<file path="config.mk">
export PLATFORM = sky130hd
export DESIGN_NAME = aix_channel
export DESIGN_NICKNAME = d
export VERILOG_FILES = /design/src/shared/aix_pkg.sv /design/src/core/aix_channel.sv
export SDC_FILE = /design/constraint.sdc
export NUM_CORES = 1
export LEC_CHECK = 0
export BUFFER_PORTS_ARGS = -buffer_cell sky130_fd_sc_hd__buf_4
export CELL_PAD_IN_SITES_DETAIL_PLACEMENT = 2
export CELL_PAD_IN_SITES_GLOBAL_PLACEMENT = 2
export CORE_ASPECT_RATIO = 0.6
export CORE_MARGIN = 5
export CORE_UTILIZATION = 44
export DETAILED_ROUTE_END_ITERATION = 12
export PLACE_DENSITY = 0.88
export SYNTH_ARGS = -nofsm -noshare
export SYNTH_HDL_FRONTEND = slang
export SYNTH_SLANG_ARGS = --single-unit
</file>
<file path="constraint.sdc">
create_clock -name clk_i -period 5.28 [get_ports clk_i]
set_input_delay 0 -clock clk_i [delete_from_list [all_inputs] [get_ports clk_i]]
set_output_delay 0 -clock clk_i [all_outputs]
set_load 0.005 [all_outputs]
</file>
<file path="src/shared/aix_pkg.sv">
// constants and types for the aux input three fault and logic input channel
package aix_pkg;

   localparam int unsigned CLK_HZ = 20_000_000;

   // register offsets
   localparam logic [7:0] ADDR_OV_LIMIT  = 8'h38;
   localparam logic [7:0] ADDR_OV_HYST   = 8'h39;
   localparam logic [7:0] ADDR_UV_LIMIT  = 8'h3a;
   localparam logic [7:0] ADDR_UV_HYST   = 8'h3b;
   localparam logic [7:0] ADDR_SFD_CFG   = 8'h3c;
   localparam logic [7:0] ADDR_FUNC_SEL  = 8'h3d;
   localparam logic [7:0] ADDR_GPI_CFG   = 8'h3e;

   // field positions
   localparam int unsigned HYST_MSB      = 4;
   localparam int unsigned SFD_GF_LSB    = 2;
   localparam int unsigned GPI_INV_BIT   = 6;
   localparam int unsigned GPI_TYPE_BIT  = 5;
   localparam int unsigned GPI_PULS_LSB  = 3;

   // reset values
   localparam logic [7:0] RST_OV_LIMIT  = 8'hff;
   localparam logic [4:0] RST_HYST      = 5'h00;
   localparam logic [7:0] RST_UV_LIMIT  = 8'h00;
   localparam logic [4:0] RST_SFD_CFG   = 5'h03;
   localparam logic [1:0] RST_FUNC_SEL  = 2'h0;
   localparam logic [6:0] RST_GPI_CFG   = 7'h00;

   // fault type and function select codes
   localparam logic [1:0] FT_OVER   = 2'h0;
   localparam logic [1:0] FT_EITHER = 2'h1;
   localparam logic [1:0] FT_UNDER  = 2'h2;
   localparam logic [1:0] FS_SFD    = 2'h0;
   localparam logic [1:0] FS_GPI    = 2'h1;
   localparam logic [1:0] FS_BOTH   = 2'h2;

   // times in microseconds and derived cycle counts
   localparam int unsigned CYC_PER_US = CLK_HZ / 1_000_000;
   localparam int unsigned PULSE_US0 = 10;
   localparam int unsigned PULSE_US1 = 100;
   localparam int unsigned PULSE_US2 = 1000;
   localparam int unsigned PULSE_US3 = 10000;
   localparam int unsigned GF_US1 = 5;
   localparam int unsigned GF_US2 = 10;
   localparam int unsigned GF_US3 = 20;
   localparam int unsigned GF_US4 = 30;
   localparam int unsigned GF_US5 = 50;
   localparam int unsigned GF_US6 = 75;
   localparam int unsigned GF_US7 = 100;
   localparam int unsigned PULSE_CYC0 = PULSE_US0 * CYC_PER_US;
   localparam int unsigned PULSE_CYC1 = PULSE_US1 * CYC_PER_US;
   localparam int unsigned PULSE_CYC2 = PULSE_US2 * CYC_PER_US;
   localparam int unsigned PULSE_CYC3 = PULSE_US3 * CYC_PER_US;
   localparam int unsigned GF_CYC1 = GF_US1 * CYC_PER_US;
   localparam int unsigned GF_CYC2 = GF_US2 * CYC_PER_US;
   localparam int unsigned GF_CYC3 = GF_US3 * CYC_PER_US;
   localparam int unsigned GF_CYC4 = GF_US4 * CYC_PER_US;
   localparam int unsigned GF_CYC5 = GF_US5 * CYC_PER_US;
   localparam int unsigned GF_CYC6 = GF_US6 * CYC_PER_US;
   localparam int unsigned GF_CYC7 = GF_US7 * CYC_PER_US;
   localparam int unsigned CNT_W = 18;

   typedef logic [CNT_W-1:0] aix_cnt_t;

   // glitch delay in cycles for a 3-bit code
   function automatic aix_cnt_t aix_gf_cycles(input logic [2:0] code);
      aix_cnt_t c;
      c = '0;
      unique case (code)
         3'h0: c = '0;
         3'h1: c = CNT_W'(GF_CYC1);
         3'h2: c = CNT_W'(GF_CYC2);
         3'h3: c = CNT_W'(GF_CYC3);
         3'h4: c = CNT_W'(GF_CYC4);
         3'h5: c = CNT_W'(GF_CYC5);
         3'h6: c = CNT_W'(GF_CYC6);
         3'h7: c = CNT_W'(GF_CYC7);
      endcase
      return c;
   endfunction

endpackage

</file>
<file path="src/core/aix_channel.sv">
// aux input three channel: supply fault detector, logic input and register file
module aix_channel (
   input  wire logic       clk_i,
   input  wire logic       sys_rst_i,
   input  wire logic [7:0] reg_addr_i,
   input  wire logic       reg_wr_i,
   input  wire logic [7:0] reg_wdata_i,
   output logic      [7:0] reg_rdata_o,
   input  wire logic [7:0] adc_code_i,
   input  wire logic       logic_pin_i,
   output logic            over_flag_o,
   output logic            under_flag_o,
   output logic            logic_out_o,
   output logic            fault_o,
   output logic            warning_o
);
   import aix_pkg::*;

   typedef enum logic [1:0] {GF_IDLE = 2'b00, GF_WAIT = 2'b01} aix_gf_state_t;

   function automatic logic [8:0] aix_add9(input logic [7:0] a, input logic [4:0] b);
      return {1'b0, a} + {4'h0, b};
   endfunction

   logic [7:0] ov_limit_r;
   logic [4:0] ov_hyst_r;
   logic [7:0] uv_limit_r;
   logic [4:0] uv_hyst_r;
   logic [4:0] sfd_cfg_r;
   logic [1:0] func_sel_r;
   logic [6:0] gpi_cfg_r;

   ////////////////////////////////////////////////////////////////////////////
   // register file
   always_ff @(posedge clk_i or posedge sys_rst_i) begin
      if (sys_rst_i) begin
         ov_limit_r <= RST_OV_LIMIT;
         ov_hyst_r  <= RST_HYST;
         uv_limit_r <= RST_UV_LIMIT;
         uv_hyst_r  <= RST_HYST;
         sfd_cfg_r  <= RST_SFD_CFG;
         func_sel_r <= RST_FUNC_SEL;
         gpi_cfg_r  <= RST_GPI_CFG;
      end else if (reg_wr_i) begin
         unique case (reg_addr_i)
            ADDR_OV_LIMIT: ov_limit_r <= reg_wdata_i;
            ADDR_OV_HYST:  ov_hyst_r  <= reg_wdata_i[HYST_MSB:0];
            ADDR_UV_LIMIT: uv_limit_r <= reg_wdata_i;
            ADDR_UV_HYST:  uv_hyst_r  <= reg_wdata_i[HYST_MSB:0];
            ADDR_SFD_CFG:  sfd_cfg_r  <= reg_wdata_i[4:0];
            ADDR_FUNC_SEL: func_sel_r <= reg_wdata_i[1:0];
            ADDR_GPI_CFG:  gpi_cfg_r  <= reg_wdata_i[6:0];
            default: ;
         endcase
      end
   end

   // unused bits read as zero, unmapped offsets read zero
   always_comb begin
      unique case (reg_addr_i)
         ADDR_OV_LIMIT: reg_rdata_o = ov_limit_r;
         ADDR_OV_HYST:  reg_rdata_o = {3'h0, ov_hyst_r};
         ADDR_UV_LIMIT: reg_rdata_o = uv_limit_r;
         ADDR_UV_HYST:  reg_rdata_o = {3'h0, uv_hyst_r};
         ADDR_SFD_CFG:  reg_rdata_o = {3'h0, sfd_cfg_r};
         ADDR_FUNC_SEL: reg_rdata_o = {6'h00, func_sel_r};
         ADDR_GPI_CFG:  reg_rdata_o = {1'b0, gpi_cfg_r};
         default:       reg_rdata_o = 8'h00;
      endcase
   end

   ////////////////////////////////////////////////////////////////////////////
   // supply fault detector compare with hysteresis
   logic [1:0] ftype;
   logic [8:0] ov_eff;
   logic [8:0] uv_eff;
   logic       ov_raw;
   logic       uv_raw;
   logic       ov_r;
   logic       uv_r;

   assign ftype = sfd_cfg_r[1:0];

   always_comb begin
      ov_eff = {1'b0, ov_limit_r};
      uv_eff = {1'b0, uv_limit_r};
      if (ov_r) begin
         ov_eff = {1'b0, ov_limit_r} - {4'h0, ov_hyst_r};
         if (ov_hyst_r > ov_limit_r) ov_eff = 9'h000;
      end
      if (uv_r) begin
         uv_eff = aix_add9(uv_limit_r, uv_hyst_r);
      end
      ov_raw = ({1'b0, adc_code_i} > ov_eff) &&
               ((ftype == FT_OVER) || (ftype == FT_EITHER));
      uv_raw = ({1'b0, adc_code_i} < uv_eff) &&
               ((ftype == FT_UNDER) || (ftype == FT_EITHER));
   end

   // detector glitch filter on each flag
   aix_cnt_t ov_cnt_r;
   aix_cnt_t uv_cnt_r;
   aix_cnt_t sfd_gf;
   assign sfd_gf = aix_gf_cycles(sfd_cfg_r[SFD_GF_LSB +: 3]);

   always_ff @(posedge clk_i or posedge sys_rst_i) begin
      if (sys_rst_i) begin
         ov_r     <= 1'b0;
         ov_cnt_r <= '0;
      end else if (ov_raw == ov_r) begin
         ov_cnt_r <= '0;
      end else if (ov_cnt_r >= sfd_gf) begin
         ov_r     <= ov_raw;
         ov_cnt_r <= '0;
      end else begin
         ov_cnt_r <= ov_cnt_r + 1'b1;
      end
   end

   always_ff @(posedge clk_i or posedge sys_rst_i) begin
      if (sys_rst_i) begin
         uv_r     <= 1'b0;
         uv_cnt_r <= '0;
      end else if (uv_raw == uv_r) begin
         uv_cnt_r <= '0;
      end else if (uv_cnt_r >= sfd_gf) begin
         uv_r     <= uv_raw;
         uv_cnt_r <= '0;
      end else begin
         uv_cnt_r <= uv_cnt_r + 1'b1;
      end
   end

   assign over_flag_o  = ov_r;
   assign under_flag_o = uv_r;

   ////////////////////////////////////////////////////////////////////////////
   // logic input: synchroniser, invert, glitch filter
   logic [2:0] pin_sync_r;
   logic       pin_stable_r;
   always_ff @(posedge clk_i or posedge sys_rst_i) begin
      if (sys_rst_i) begin
         pin_sync_r   <= 3'h0;
         pin_stable_r <= 1'b0;
      end else begin
         pin_sync_r <= {pin_sync_r[1:0], logic_pin_i};
         if (pin_sync_r[1] == pin_sync_r[2]) pin_stable_r <= pin_sync_r[2];
      end
   end

   logic gpi_in;
   assign gpi_in = pin_stable_r ^ gpi_cfg_r[GPI_INV_BIT];

   aix_gf_state_t gf_state_r;
   aix_cnt_t      gpi_cnt_r;
   logic          gpi_filt_r;
   aix_cnt_t      gpi_gf;
   assign gpi_gf = aix_gf_cycles(gpi_cfg_r[2:0]);

   always_ff @(posedge clk_i or posedge sys_rst_i) begin
      if (sys_rst_i) begin
         gf_state_r <= GF_IDLE;
         gpi_cnt_r  <= '0;
         gpi_filt_r <= 1'b0;
      end else begin
         unique case (gf_state_r)
            GF_IDLE: begin
               gpi_cnt_r <= '0;
               if (gpi_in != gpi_filt_r) begin
                  if (gpi_gf == '0) gpi_filt_r <= gpi_in;
                  else gf_state_r <= GF_WAIT;
               end
            end
            GF_WAIT: begin
               if (gpi_in == gpi_filt_r) begin
                  gf_state_r <= GF_IDLE;
               end else if (gpi_cnt_r + 1'b1 >= gpi_gf) begin
                  gpi_filt_r <= gpi_in;
                  gf_state_r <= GF_IDLE;
               end else begin
                  gpi_cnt_r <= gpi_cnt_r + 1'b1;
               end
            end
            default: gf_state_r <= GF_IDLE;
         endcase
      end
   end

   ////////////////////////////////////////////////////////////////////////////
   // level or edge detection with pulse stretch
   logic     filt_d_r;
   logic     pulse_r;
   aix_cnt_t pulse_cnt_r;
   aix_cnt_t pulse_len;
   logic     edge_hit;

   always_comb begin
      pulse_len = CNT_W'(PULSE_CYC0);
      unique case (gpi_cfg_r[GPI_PULS_LSB +: 2])
         2'h0: pulse_len = CNT_W'(PULSE_CYC0);
         2'h1: pulse_len = CNT_W'(PULSE_CYC1);
         2'h2: pulse_len = CNT_W'(PULSE_CYC2);
         2'h3: pulse_len = CNT_W'(PULSE_CYC3);
      endcase
   end

   // qualifying edge is an inactive-to-active change of the filtered input
   assign edge_hit = gpi_filt_r && !filt_d_r;

   always_ff @(posedge clk_i or posedge sys_rst_i) begin
      if (sys_rst_i) begin
         filt_d_r    <= 1'b0;
         pulse_r     <= 1'b0;
         pulse_cnt_r <= '0;
      end else begin
         filt_d_r <= gpi_filt_r;
         if (edge_hit && gpi_cfg_r[GPI_TYPE_BIT]) begin
            pulse_r     <= 1'b1;
            pulse_cnt_r <= pulse_len - 1'b1;
         end else if (pulse_cnt_r != '0) begin
            pulse_cnt_r <= pulse_cnt_r - 1'b1;
         end else begin
            pulse_r <= 1'b0;
         end
      end
   end

   logic gpi_active;
   assign gpi_active = gpi_cfg_r[GPI_TYPE_BIT] ? pulse_r : gpi_filt_r;
   assign logic_out_o = gpi_active;

   ////////////////////////////////////////////////////////////////////////////
   // function routing
   logic sfd_any;
   assign sfd_any = ov_r | uv_r;

   always_comb begin
      fault_o   = 1'b0;
      warning_o = 1'b0;
      unique case (func_sel_r)
         FS_SFD:  fault_o = sfd_any;
         FS_GPI:  fault_o = gpi_active;
         FS_BOTH: begin
            fault_o   = gpi_active;
            warning_o = sfd_any;
         end
         default: ;
      endcase
   end

endmodule

</file>
==> summary.txt, run 1 <==
Commonest cells post-synth: dfrtp_1, ha_1, nand2_1
Total congestion overflow: 0
Psw: 0.001026 W
Detailed Place HPWL: 19,010 um
Via/cell ratio: 6.219
Largest net degree at the start of global routing: 79
Leakage power: 3.989 nW
Top cell type's share of synthesized area: 36.49%
Skew-Pair Late Insertion Delay: 0.44 ns
Stages on worst setup path: 16
Top Ports: 41
All-Layer GR Usage: 31.80%
Cells after synthesis: 765
Sequential area share after synthesis: 39.92%
Worst R2R End: ov_cnt_r[9]
Initial Util: 44.84%
Share of flip-flops with an asynchronous set or reset: 100.0%
Critical path class: reg -> reg
Multi-input gate area: 4390 um^2
Switching share of power: 33.15%
Routed wire length: 31,320 um
Fin crit share: 92.99%
Final min period: 4.910 ns
Cells on worst reg2reg path: 16
Worst-path clk slew: 0.07 ns
RSZ-0062 raised after global routing: false
CP cell instances: ha_1 > nor2b_1 > o21ai_0 > a21boi_0 > o21ai_1 > nand3_1 > and2_1 > a21oi_1 > ha_1 > nand3_1 > nor2_1 > nand2_1 > o221ai_1 > a21oi_1 > mux2i_2 > nor3_1
Combinational share of power: 21.0%
Worst r2r src: ov_limit_r[1]
Max Cap Viol: 0
Clock Skew: 0.01432 ns
Post-synth EDFFs: 0
Vias in the first global route: 7,893
Initial DRC Count: 474
Die width: 180.6 um
Fmax achieved: 203.7 MHz
Yosys Warn Count: 0
Crit end category: flop
CP Launch Type: flop
Fin Setup TNS: 0 ns
Max Root-Sink Buffers: 2
# port buffers: 40
Die Y: 112.3 um
Yosys top cell by area: dfrtp_1
Maximum vdd drop: 0.0002786 V
Crit-path leading delay family: compound AO/OA/AOI/OAI gates
Clk pwr share: 41.6%
Power Dens Cells: 345.2 nW/um^2
Total Nets Final: 936
Post-synth cell types: 70
Number of diodes: 0
Hold Fails Final Rpt: 0
Slew margin rel.: 24.57%
Setup crit end: ov_cnt_r[9]
Gpl congestion: 0.8504
Synth top area cells: dfrtp_1, ha_1, mux2_2
Most used DFF post-synth: dfrtp_1
Seq pwr share: 37.4%
Critical path peak fanout: 12
Via count: 6,692
CTS root buffer: clkbuf_16
Site row count: 37
WP data arrival: 5.18 ns
Hold Slack: 0.1799 ns
Core footprint: 17,130 um^2
Mapped cell area: 7680 um^2
CTS H-tree depth: 4
Flops & latches, synth: 122
Reg area: 3065 um^2
Most frequent cell after synthesis: dfrtp_1
Slew @ Worst Pin: 1.123 ns
Share of cells above drive strength 1: 17.10%
Routed WL per cell: 29.10 um
Final Util: 52.32%
HP Class: in -> async
Status: finished, final reports clean
CTS tree: built
Worst EP required: 5.55 ns
WP buf/inv: 0
FF-to-FF setup slack: 0.37 ns
P&R area growth vs syn: 16.70%
FILL cells: 1,738
Final setup fails: 0
Initial antenna violation count: 0
Pint: 0.002069 W
Largest stage delay, worst path: 0.77 ns
CTS buffer count: 17
Drt pass-1 iters: 5
TritonCTS Sinks: 122
Slew Limit Fails: 0
Post-route ant nets: 0
Die area: 20,280 um^2
DRC Markers: 0
First-pass GRT wire length: 49,410 um
Setup crit start: ov_limit_r[1]
Syn Area/Cell: 10.04 um^2
Crit path max-delay cell type: mux2i_2
[worst register-to-register path, stage by stage (launching register included)]
cell and delay (ns):
dfstp_2 0.58, ha_1 0.25, nor2b_1 0.15, o21ai_0 0.25
a21boi_0 0.20, o21ai_1 0.43, nand3_1 0.23, and2_1 0.26
a21oi_1 0.25, ha_1 0.32, nand3_1 0.12, nor2_1 0.07
nand2_1 0.09, o221ai_1 0.17, a21oi_1 0.41, mux2i_2 0.77
nor3_1 0.20
[cell type report]
class	instances	share of cell area [%]
well taps	234	3.267
clock buffers	19	4.830
flip-flops and latches	122	34.20
inverters	41	1.745
clock inverters	13	1.968
multi-input cells	591	48.99
repair buffers	56	4.998
[layout by cell type, fill, tap and decap left out, drive strengths merged, types with 27 or more instances in the layout]
cell type and n:
nand3 27, xnor2 33, nand2 54, o21ai 32
dfrtp 112, buf 45, a21oi 34, ha 77
nor3 44, nor2 40, inv 41, mux2 42
[kinds of logic (layout without fill, tap and decap cells)]
kind of cell,count (synthesis),in the layout,synth area share [%]
and+or+nand+nor,256,256,17.74
adders and majority gates,80,80,13.20
DFF,122,122,39.92
AOI/OAI and AO/OA,127,127,10.74
buffers and inverters,63,129,3.503
other,1,12,0.04883
xor gates and xnor gates,58,58,6.615
muxes,58,58,8.244
[through the flow]
step | cell area (um^2) | setup WS, ns | instances | total power, W
floorplan | 7721 | 1.710 | 776 | 0.001540
global placement | 8239 | 1.067 | 1033 | 0.001661
detailed placement | 8239 | 0.6099 | 1033 | 0.001744
CTS | 8959 | 0.2680 | 1076 | 0.003060
global route | 8962 | 0.2495 | 1076 | 0.003216
finish | 8962 | 0.3702 | 1076 | 0.003094
[power by group through the flow]
stage	combinational [W]	clock (W)	sequential [W]
final	0.000650	0.00129	0.00116
after global routing	0.000706	0.00134	0.00117
after CTS	0.000633	0.00128	0.00115
after detailed placement	0.000583	0	0.00116
after global placement	0.000517	0	0.00114
after floorplan	0.000434	0	0.00111
[sequential cells by signal, indices dropped and copies added (netlist names), 2 cells and up]
name / cells
gpi_cfg_r: 7
uv_limit_r: 8
uv_hyst_r: 5
pulse_cnt_r: 18
func_sel_r: 2
pin_sync_r: 3
ov_limit_r: 8
sfd_cfg_r: 5
gpi_cnt_r: 18
ov_cnt_r: 18
ov_hyst_r: 5
uv_cnt_r: 18
[worst min-delay path by stage]
stage                startpoint             to  slack [ns]  depth (start not counted)
finish                sys_rst_i   gpi_cfg_r[1]        0.18                          3
global route        logic_pin_i  pin_sync_r[0]        0.21                          2
floorplan           logic_pin_i  pin_sync_r[0]        0.03                          0
CTS                   sys_rst_i   gpi_cnt_r[1]        0.20                          3
detailed placement    sys_rst_i   gpi_cnt_r[5]        0.11                          2
global placement      sys_rst_i   gpi_cnt_r[2]        0.11                          2
[metal layers]
layer / GRT usage [%] / wire length (um)
met1: 38.11 / 12880
met3: 6.412 / 1322
met2: 55.56 / 15660
met5: 0 / 0
met4: 14.70 / 1453
[timing repair]
action	CTS	global route
hold endpoints to repair	85	0
hold buffers	11	0
gates resized for setup	0	2
setup endpoints to repair	0	12
setup buffers	0	0
(Power assumes the default switching activity.)
==> run 2: changes to the inputs <==
--- a/config.mk
+++ b/config.mk
@@ -5,12 +5,13 @@
 export SDC_FILE = /design/constraint.sdc
 export NUM_CORES = 1
 export LEC_CHECK = 0
+export ABC_AREA = 1
 export BUFFER_PORTS_ARGS = -buffer_cell sky130_fd_sc_hd__buf_4
 export CELL_PAD_IN_SITES_DETAIL_PLACEMENT = 2
 export CELL_PAD_IN_SITES_GLOBAL_PLACEMENT = 2
 export CORE_ASPECT_RATIO = 0.6
-export CORE_MARGIN = 5
-export CORE_UTILIZATION = 44
+export CORE_MARGIN = 1
+export CORE_UTILIZATION = 40
 export DETAILED_ROUTE_END_ITERATION = 12
 export PLACE_DENSITY = 0.88
 export SYNTH_ARGS = -nofsm -noshare
==> summary.txt, run 2 <==
Status: finished, final reports clean (unchanged)
WP data arrival: 4.90 ns (was 5.18 ns)
RSZ-0062 raised after global routing: false (unchanged)
Hold Startpoint: reg_addr_i[0]
Largest family of logic cells by synthesized area: simple AND/OR/NAND/NOR gates (unchanged)
Largest stage delay, worst path: 0.39 ns (was 0.77 ns)
Power Dens Cells: 325.4 nW/um^2 (was 345.2 nW/um^2)
Clock Skew: 0.02589 ns (was 0.01432 ns)
Worst-path clk slew: 0.06 ns (was 0.07 ns)
CTS Hold Buffers Added: 11 (unchanged)
Worst EP required: 5.62 ns (was 5.55 ns)
Synth top area cells: dfrtp_1, ha_1, nand2_1 (was dfrtp_1, ha_1, mux2_2)
Finished layout cell area: 9453 um^2 (was 8962 um^2)
Largest net degree at the start of global routing: 74 (was 79)
Sequential area share after synthesis: 37.40% (was 39.92%)
Gpl congestion: 0.8825 (was 0.8504)
Yosys top cell by area: dfrtp_1 (unchanged)
Share of flip-flops with an asynchronous set or reset: 100.0% (unchanged)
Slew Limit Fails: 0 (unchanged)
# port buffers: 40 (unchanged)
Cells resized by post-CTS repair: 0 (unchanged)
Max Root-Sink Buffers: 2 (unchanged)
Initial DRC Count: 537 (was 474)
Number of diodes: 0 (unchanged)
Reg area: 3065 um^2 (unchanged)
Critical Path Most Common Cell: nand2_1
GR peak layer: met2 (unchanged)
First-pass GRT wire length: 58,020 um (was 49,410 um)
CTS root buffer: clkbuf_16 (unchanged)
WHS Path Cells: 5
Total Nets Final: 1,247 (was 936)
Routed wire length: 37,000 um (was 31,320 um)
Multi-input gate area: 4508 um^2 (was 4390 um^2)
Post-synth cell types: 47 (was 70)
CTS tree: built (unchanged)
Yosys Warn Count: 0 (unchanged)
Most used DFF post-synth: dfrtp_1 (unchanged)
Critical path class: reg -> reg (unchanged)
All-Layer GR Usage: 36.55% (was 31.80%)
Critical path peak fanout: 12 (unchanged)
Maximum vdd drop: 0.0002347 V (was 0.0002786 V)
Core footprint: 20,020 um^2 (was 17,130 um^2)
TritonCTS Sinks: 122 (unchanged)
Cells after synthesis: 1,075 (was 765)
Most frequent cell after synthesis: nand2_1 (was dfrtp_1)
Slew @ Worst Pin: 1.374 ns (was 1.123 ns)
Final setup fails: 0 (unchanged)
Total congestion overflow: 0 (unchanged)
Hold Fails Final Rpt: 0 (unchanged)
CP Launch Type: flop (unchanged)
Max Cap Viol: 0 (unchanged)
Slew margin rel.: 8.043% (was 24.57%)
Mapped cell area: 8197 um^2 (was 7680 um^2)
Initial Util: 40.94% (was 44.84%)
HP Class: in -> reg (was in -> async)
Detailed Place HPWL: 22,650 um (was 19,010 um)
Fin crit share: 86.31% (was 92.99%)
Synth Area in Adders: 12.36% (was 13.20%)
Initial antenna violation count: 0 (unchanged)
Top Ports: 41 (unchanged)
Final min period: 4.557 ns (was 4.910 ns)
Cells on worst reg2reg path: 24 (was 16)
Worst r2r src: ov_hyst_r[2] (was ov_limit_r[1])
Commonest non-fill, non-tap cells in the layout: nand2_1, inv_1, nor2_1 (was dfrtp_1, ha_1, nand2_1)
CTS H-tree depth: 4 (unchanged)
Post-synth EDFFs: 0 (unchanged)
Site row count: 40 (was 37)
Syn Area/Cell: 7.625 um^2 (was 10.04 um^2)
Commonest cells post-synth: nand2_1, inv_1, nor2_1 (was dfrtp_1, ha_1, nand2_1)
Routed WL per cell: 25.95 um (was 29.10 um)
CP cell instances: inv_1 > ha_1 > nand2_1 > o21ai_0 > nand2_1 > o21ai_0 > nor2_1 > nand2_1 > nand2_1 > nor2_1 > a21oi_1 > ha_1 > nand2_1 > a21oi_1 > nor2_1 > o21ai_0 > nand2_1 > nand2_1 > nand2_1 > nand2_1 > nand2_1 > nand2_1 > nand3_1 > nor2_1 (was ha_1 > nor2b_1 > o21ai_0 > a21boi_0 > o21ai_1 > nand3_1 > and2_1 > a21oi_1 > ha_1 > nand3_1 > nor2_1 > nand2_1 > o221ai_1 > a21oi_1 > mux2i_2 > nor3_1)
Xor and xnor fraction of the mapped netlist area: 4.274% (was 6.615%)
Share of cells above drive strength 1: 10.75% (was 17.10%)
Met2 GRT Util: 61.17% (was 55.56%)
Fin cells: 1,426 (was 1,076)
Top cell type's share of synthesized area: 34.19% (was 36.49%)
Post-placement cell area: 8793 um^2 (was 8239 um^2)
Die area: 21,090 um^2 (was 20,280 um^2)
CTS buffer count: 17 (unchanged)
Fmax achieved: 219.4 MHz (was 203.7 MHz)
Leakage power: 4.633 nW (was 3.989 nW)
Vias in the first global route: 9,508 (was 7,893)
Post-Synth Simple-Gate Area: 27.97% (was 17.74%)
P&R area growth vs syn: 15.33% (was 16.70%)
DRC Markers: 0 (unchanged)
Post-synthesis mux area share: 0.1221% (was 8.244%)
Met3 Use GR: 7.537% (was 6.412%)
Crit path max-delay cell type: ha_1 (was mux2i_2)
Post-CTS setup buffers: 0 (unchanged)
Flops & latches, synth: 122 (unchanged)
Placed insts: 1,383 (was 1,033)
Met1 global-route usage: 44.87% (was 38.11%)
Drt pass-1 iters: 5 (unchanged)
Setup crit start: ov_hyst_r[2] (was ov_limit_r[1])
Total power: 0.003076 W (was 0.003094 W)
Via count: 8,277 (was 6,692)
Post-synthesis compound-gate area fraction: 9.724% (was 10.74%)
FILL cells: 2,300 (was 1,738)
Crit end category: flop (unchanged)
Skew-Pair Late Insertion Delay: 0.46 ns (was 0.44 ns)
Die Y: 112.9 um (was 112.3 um)
Via/cell ratio: 5.804 (was 6.219)
Die width: 186.8 um (was 180.6 um)
Fin Setup TNS: 0 ns (unchanged)
Post-route ant nets: 0 (unchanged)
Most common cell after layout, fill and taps aside: nand2_1 (was dfrtp_1)
[run 2: area by class of cell]
class / instances / share of cell area (%)
multi-input cells: 797 / 47.69
flip-flops and latches: 122 / 32.43
inverters: 150 / 6.036
clock buffers: 21 / 4.765
repair buffers: 52 / 4.421
well taps: 273 / 3.614
clock inverters: 11 / 1.046
[run 2: worst max-delay path, delay by kind of cell (launching register included)]
kind,cells,cell delay [ns]
fa+ha+maj,2,0.74
buf+inv,1,0.10
flops,1,0.35
simple gates,16,2.29
compound gates,5,1.00
[run 2: per-layer routing]
metal | share of wire [%] | up-vias
li1 | - | 3612
met1 | 43 | 4237
met2 | 47 | 298
met3 | 5.1 | 130
met4 | 4.5 | 0
met5 | 0 | -
[run 2: through the flow]
stage | hold slack, ns | utilization [%] | setup slack, ns
floorplan | 0.03143 | - | 2.054
global placement | 0.1137 | 43.93 | 1.778
detailed placement | 0.1117 | 43.93 | 1.395
CTS | 0.1135 | 47.22 | 0.9398
global route | 0.2239 | 47.22 | 0.4966
finish | 0.1741 | 47.22 | 0.7227
[run 2: power by group]
| part | internal [W] | leakage, nW | switching, W |
|---|---|---|---|
| logic | 0.000233 | 2.85 | 0.000532 |
| clock network | 0.000658 | 0.263 | 0.000500 |
| registers | 0.00104 | 1.52 | 0.000119 |
[run 2: worst paths after layout]
kind | endpoint | slack, ns
setup / recovery | ov_cnt_r[4] | 0.72
hold / removal | func_sel_r[1] | 0.17
setup reg to reg | ov_cnt_r[4] | 0.72
hold reg to reg | pin_sync_r[1] | 0.35
max in group asynchronous | uv_limit_r[3] | 3.62
min in group asynchronous | uv_cnt_r[4] | 0.36
[run 2: cells by family after synthesis]
group | count (synthesis)
xor gates and xnor gates | 40
DFF | 122
buffers and inverters | 167
AOI/OAI and AO/OA | 146
adders and majority gates | 80
and+or+nand+nor | 518
other | 1
muxes | 1
==> run 3: changes to the inputs <==
--- a/config.mk
+++ b/config.mk
@@ -13,7 +13,7 @@
 export CORE_MARGIN = 1
 export CORE_UTILIZATION = 40
 export DETAILED_ROUTE_END_ITERATION = 12
-export PLACE_DENSITY = 0.88
+export PLACE_DENSITY_LB_ADDON = 0.1
 export SYNTH_ARGS = -nofsm -noshare
 export SYNTH_HDL_FRONTEND = slang
 export SYNTH_SLANG_ARGS = --single-unit
==> constraint.sdc (replaced) <==
create_clock -name clk_i -period 5.28 [get_ports clk_i]
set_input_delay 0.264 -clock clk_i [delete_from_list [all_inputs] [get_ports clk_i]]
set_output_delay 0.264 -clock clk_i [all_outputs]
set_load 0.005 [all_outputs]
==> summary.txt, run 3 (synthesized netlist as in run 2, its figures left out) <==
HP Class: in -> async (was in -> reg)
CP Launch Type: flop (unchanged)
FF-to-FF setup slack: 1.23 ns (was 0.72 ns)
Critical path peak fanout: 12 (unchanged)
FILL cells: 2,326 (was 2,300)
Post-route ant nets: 0 (unchanged)
Maximum vdd drop: 0.0002587 V (was 0.0002347 V)
Via/cell ratio: 5.397 (was 5.804)
WP data arrival: 4.40 ns (was 4.90 ns)
DRC Markers: 0 (unchanged)
Largest stage delay, worst path: 0.58 ns (was 0.39 ns)
P&R area growth vs syn: 15.45% (was 15.33%)
Die width: 186.8 um (unchanged)
Worst r2r src: ov_limit_r[2] (was ov_hyst_r[2])
CP cell instances: ha_1 > nand2_1 > o21ai_0 > nand2_1 > o21ai_0 > nor2_1 > nand2_1 > nand2_1 > nor2_1 > a21oi_1 > ha_1 > nand2_1 > a21oi_1 > nor2_1 > o21ai_0 > nand2_1 > nand2_1 > nand2_1 > nand2_1 > nand2_1 > nand2_1 > nand3_1 > nor2_1 (was inv_1 > ha_1 > nand2_1 > o21ai_0 > nand2_1 > o21ai_0 > nor2_1 > nand2_1 > nand2_1 > nor2_1 > a21oi_1 > ha_1 > nand2_1 > a21oi_1 > nor2_1 > o21ai_0 > nand2_1 > nand2_1 > nand2_1 > nand2_1 > nand2_1 > nand2_1 > nand3_1 > nor2_1)
CTS tree: built (unchanged)
WP buf/inv: 0 (was 1)
Crit path max-delay cell type: dfstp_2 (was ha_1)
CTS H-tree depth: 4 (unchanged)
Fmax achieved: 246.8 MHz (was 219.4 MHz)
Max Cap Viol: 0 (unchanged)
Initial DRC Count: 331 (was 537)
Worst R2R End: ov_cnt_r[9] (was ov_cnt_r[4])
TritonCTS Sinks: 122 (unchanged)
Power Dens Cells: 337.2 nW/um^2 (was 325.4 nW/um^2)
Die Y: 112.9 um (unchanged)
Commonest non-fill, non-tap cells in the layout: nand2_1, inv_1, nor2_1 (unchanged)
Skew-Pair Late Insertion Delay: 0.44 ns (was 0.46 ns)
CTS buffer count: 17 (unchanged)
Final setup fails: 0 (unchanged)
Gpl congestion: 0.8136 (was 0.8825)
Drt pass-1 iters: 5 (unchanged)
Initial Util: 40.94% (unchanged)
Slew @ Worst Pin: 1.173 ns (was 1.374 ns)
Top Ports: 41 (unchanged)
Leakage power: 4.637 nW (was 4.633 nW)
CTS Hold Buffers Added: 1 (was 11)
Total congestion overflow: 0 (unchanged)
Detailed Place HPWL: 21,500 um (was 22,650 um)
Slew Limit Fails: 0 (unchanged)
Site row count: 40 (unchanged)
Clock Skew: 0.009813 ns (was 0.02589 ns)
Final min period: 4.051 ns (was 4.557 ns)
Routed wire length: 29,720 um (was 37,000 um)
Reg area: 3065 um^2 (unchanged)
CTS root buffer: clkbuf_16 (unchanged)
Failing checks: hold timing
Post-CTS setup buffers: 0 (unchanged)
Crit-path leading delay family: simple AND/OR/NAND/NOR gates (unchanged)
Multi-input gate area: 4508 um^2 (unchanged)
Cells resized by post-CTS repair: 0 (unchanged)
Most common cell after layout, fill and taps aside: nand2_1 (unchanged)
Number of diodes: 0 (unchanged)
Setup crit start: ov_limit_r[2] (was ov_hyst_r[2])
Post-placement cell area: 8793 um^2 (unchanged)
Vias in the first global route: 8,524 (was 9,508)
Hold Slack: -0.009095 ns (was 0.1741 ns)
Worst EP required: 5.62 ns (about the same)
Worst-path clk slew: 0.07 ns (was 0.06 ns)
Total Nets Final: 1,237 (was 1,247)
Cells on worst reg2reg path: 23 (was 24)
Share of cells above drive strength 1: 11.11% (was 10.75%)
Slew margin rel.: 21.54% (was 8.043%)
Critical path class: reg -> reg (unchanged)
Fin Setup TNS: 0 ns (unchanged)
Largest net degree at the start of global routing: 64 (was 74)
Initial antenna violation count: 0 (unchanged)
Status: finished, violations left (was finished, final reports clean)
Core footprint: 20,020 um^2 (unchanged)
All-Layer GR Usage: 29.63% (was 36.55%)
RSZ-0062 raised after global routing: false (unchanged)
Finished layout cell area: 9463 um^2 (was 9453 um^2)
Crit end category: flop (unchanged)
# port buffers: 40 (unchanged)
First-pass GRT wire length: 47,820 um (was 58,020 um)
Max Root-Sink Buffers: 2 (unchanged)
Routed WL per cell: 20.99 um (was 25.95 um)
Critical Path Most Common Cell: nand2_1 (unchanged)
Die area: 21,090 um^2 (unchanged)
Via count: 7,642 (was 8,277)
Fin crit share: 76.73% (was 86.31%)
Hold Fails Final Rpt: 14 (was 0)
run 3: cell types whose count changed in the layout (fill, tap and decap cells not counted):
cell / previous run / this run
bufinv_16: 1 / 5
clkbuf_1: 3 / 0
clkinv_2: 4 / 1
clkinvlp_4: 3 / 4
dlygate4sd3_1: 11 / 1
inv_6: 0 / 1
run 3: worst max-delay path by stage:
| stage | to | slack (ns) | cells past startpoint |
|---|---|---|---|
| 3_3_place_gp | ov_cnt_r[11] | 1.70 | 23 |
| 4_1_cts | ov_cnt_r[6] | 1.28 | 23 |
| 6_report | ov_cnt_r[9] | 1.23 | 23 |
| 2_1_floorplan | filt_d_r | 1.79 | 1 |
| 3_5_place_dp | ov_cnt_r[5] | 1.36 | 23 |
| 5_1_grt | ov_cnt_r[7] | 0.88 | 23 |
run 3: layout make-up:
class | count | share of cell area (%)
clock buffer | 18 | 4.641
clock inverter | 14 | 2.327
inverter | 150 | 6.029
multi-input combinational | 797 | 47.64
sequential | 122 | 32.39
tap | 273 | 3.610
timing repair buffer | 42 | 3.358
run 3: metal layers:
layer	track usage (%)	share of wire (%)	routed length (um)
met1	40.32	49	14600
met4	9.617	2.1	624
met2	47.84	46	13600
met5	0	0	0
met3	5.459	3.0	892
run 3: stage by stage:
step                      power (W)  utilization (%)  worst slack, ns  instances
final                      0.003191            47.27            1.229       1416
after global routing       0.003331            47.27           0.8778       1416
after CTS                  0.003211            47.27            1.277       1416
after detailed placement   0.001813            43.93            1.358       1383
after global placement     0.001766            43.93            1.701       1383
after floorplan            0.001588                -            1.790       1086
run 3: worst register-to-register path: stages, from the launching register on:
cell,delay (ns)
dfstp_2,0.58
ha_1,0.23
nand2_1,0.07
o21ai_0,0.30
nand2_1,0.15
o21ai_0,0.29
nor2_1,0.12
nand2_1,0.10
nand2_1,0.11
nor2_1,0.14
a21oi_1,0.07
ha_1,0.33
nand2_1,0.07
a21oi_1,0.14
nor2_1,0.05
o21ai_0,0.07
nand2_1,0.07
nand2_1,0.07
nand2_1,0.06
nand2_1,0.10
nand2_1,0.09
nand2_1,0.09
nand3_1,0.41
nor2_1,0.27
run 3: power breakdown:
part	internal, W	leakage (nW)	switching, W
sequential	0.00104	1.52	0.000111
clock	0.000852	0.309	0.000505
combinational	0.000222	2.81	0.000465
total	0.00211	4.64	0.00108
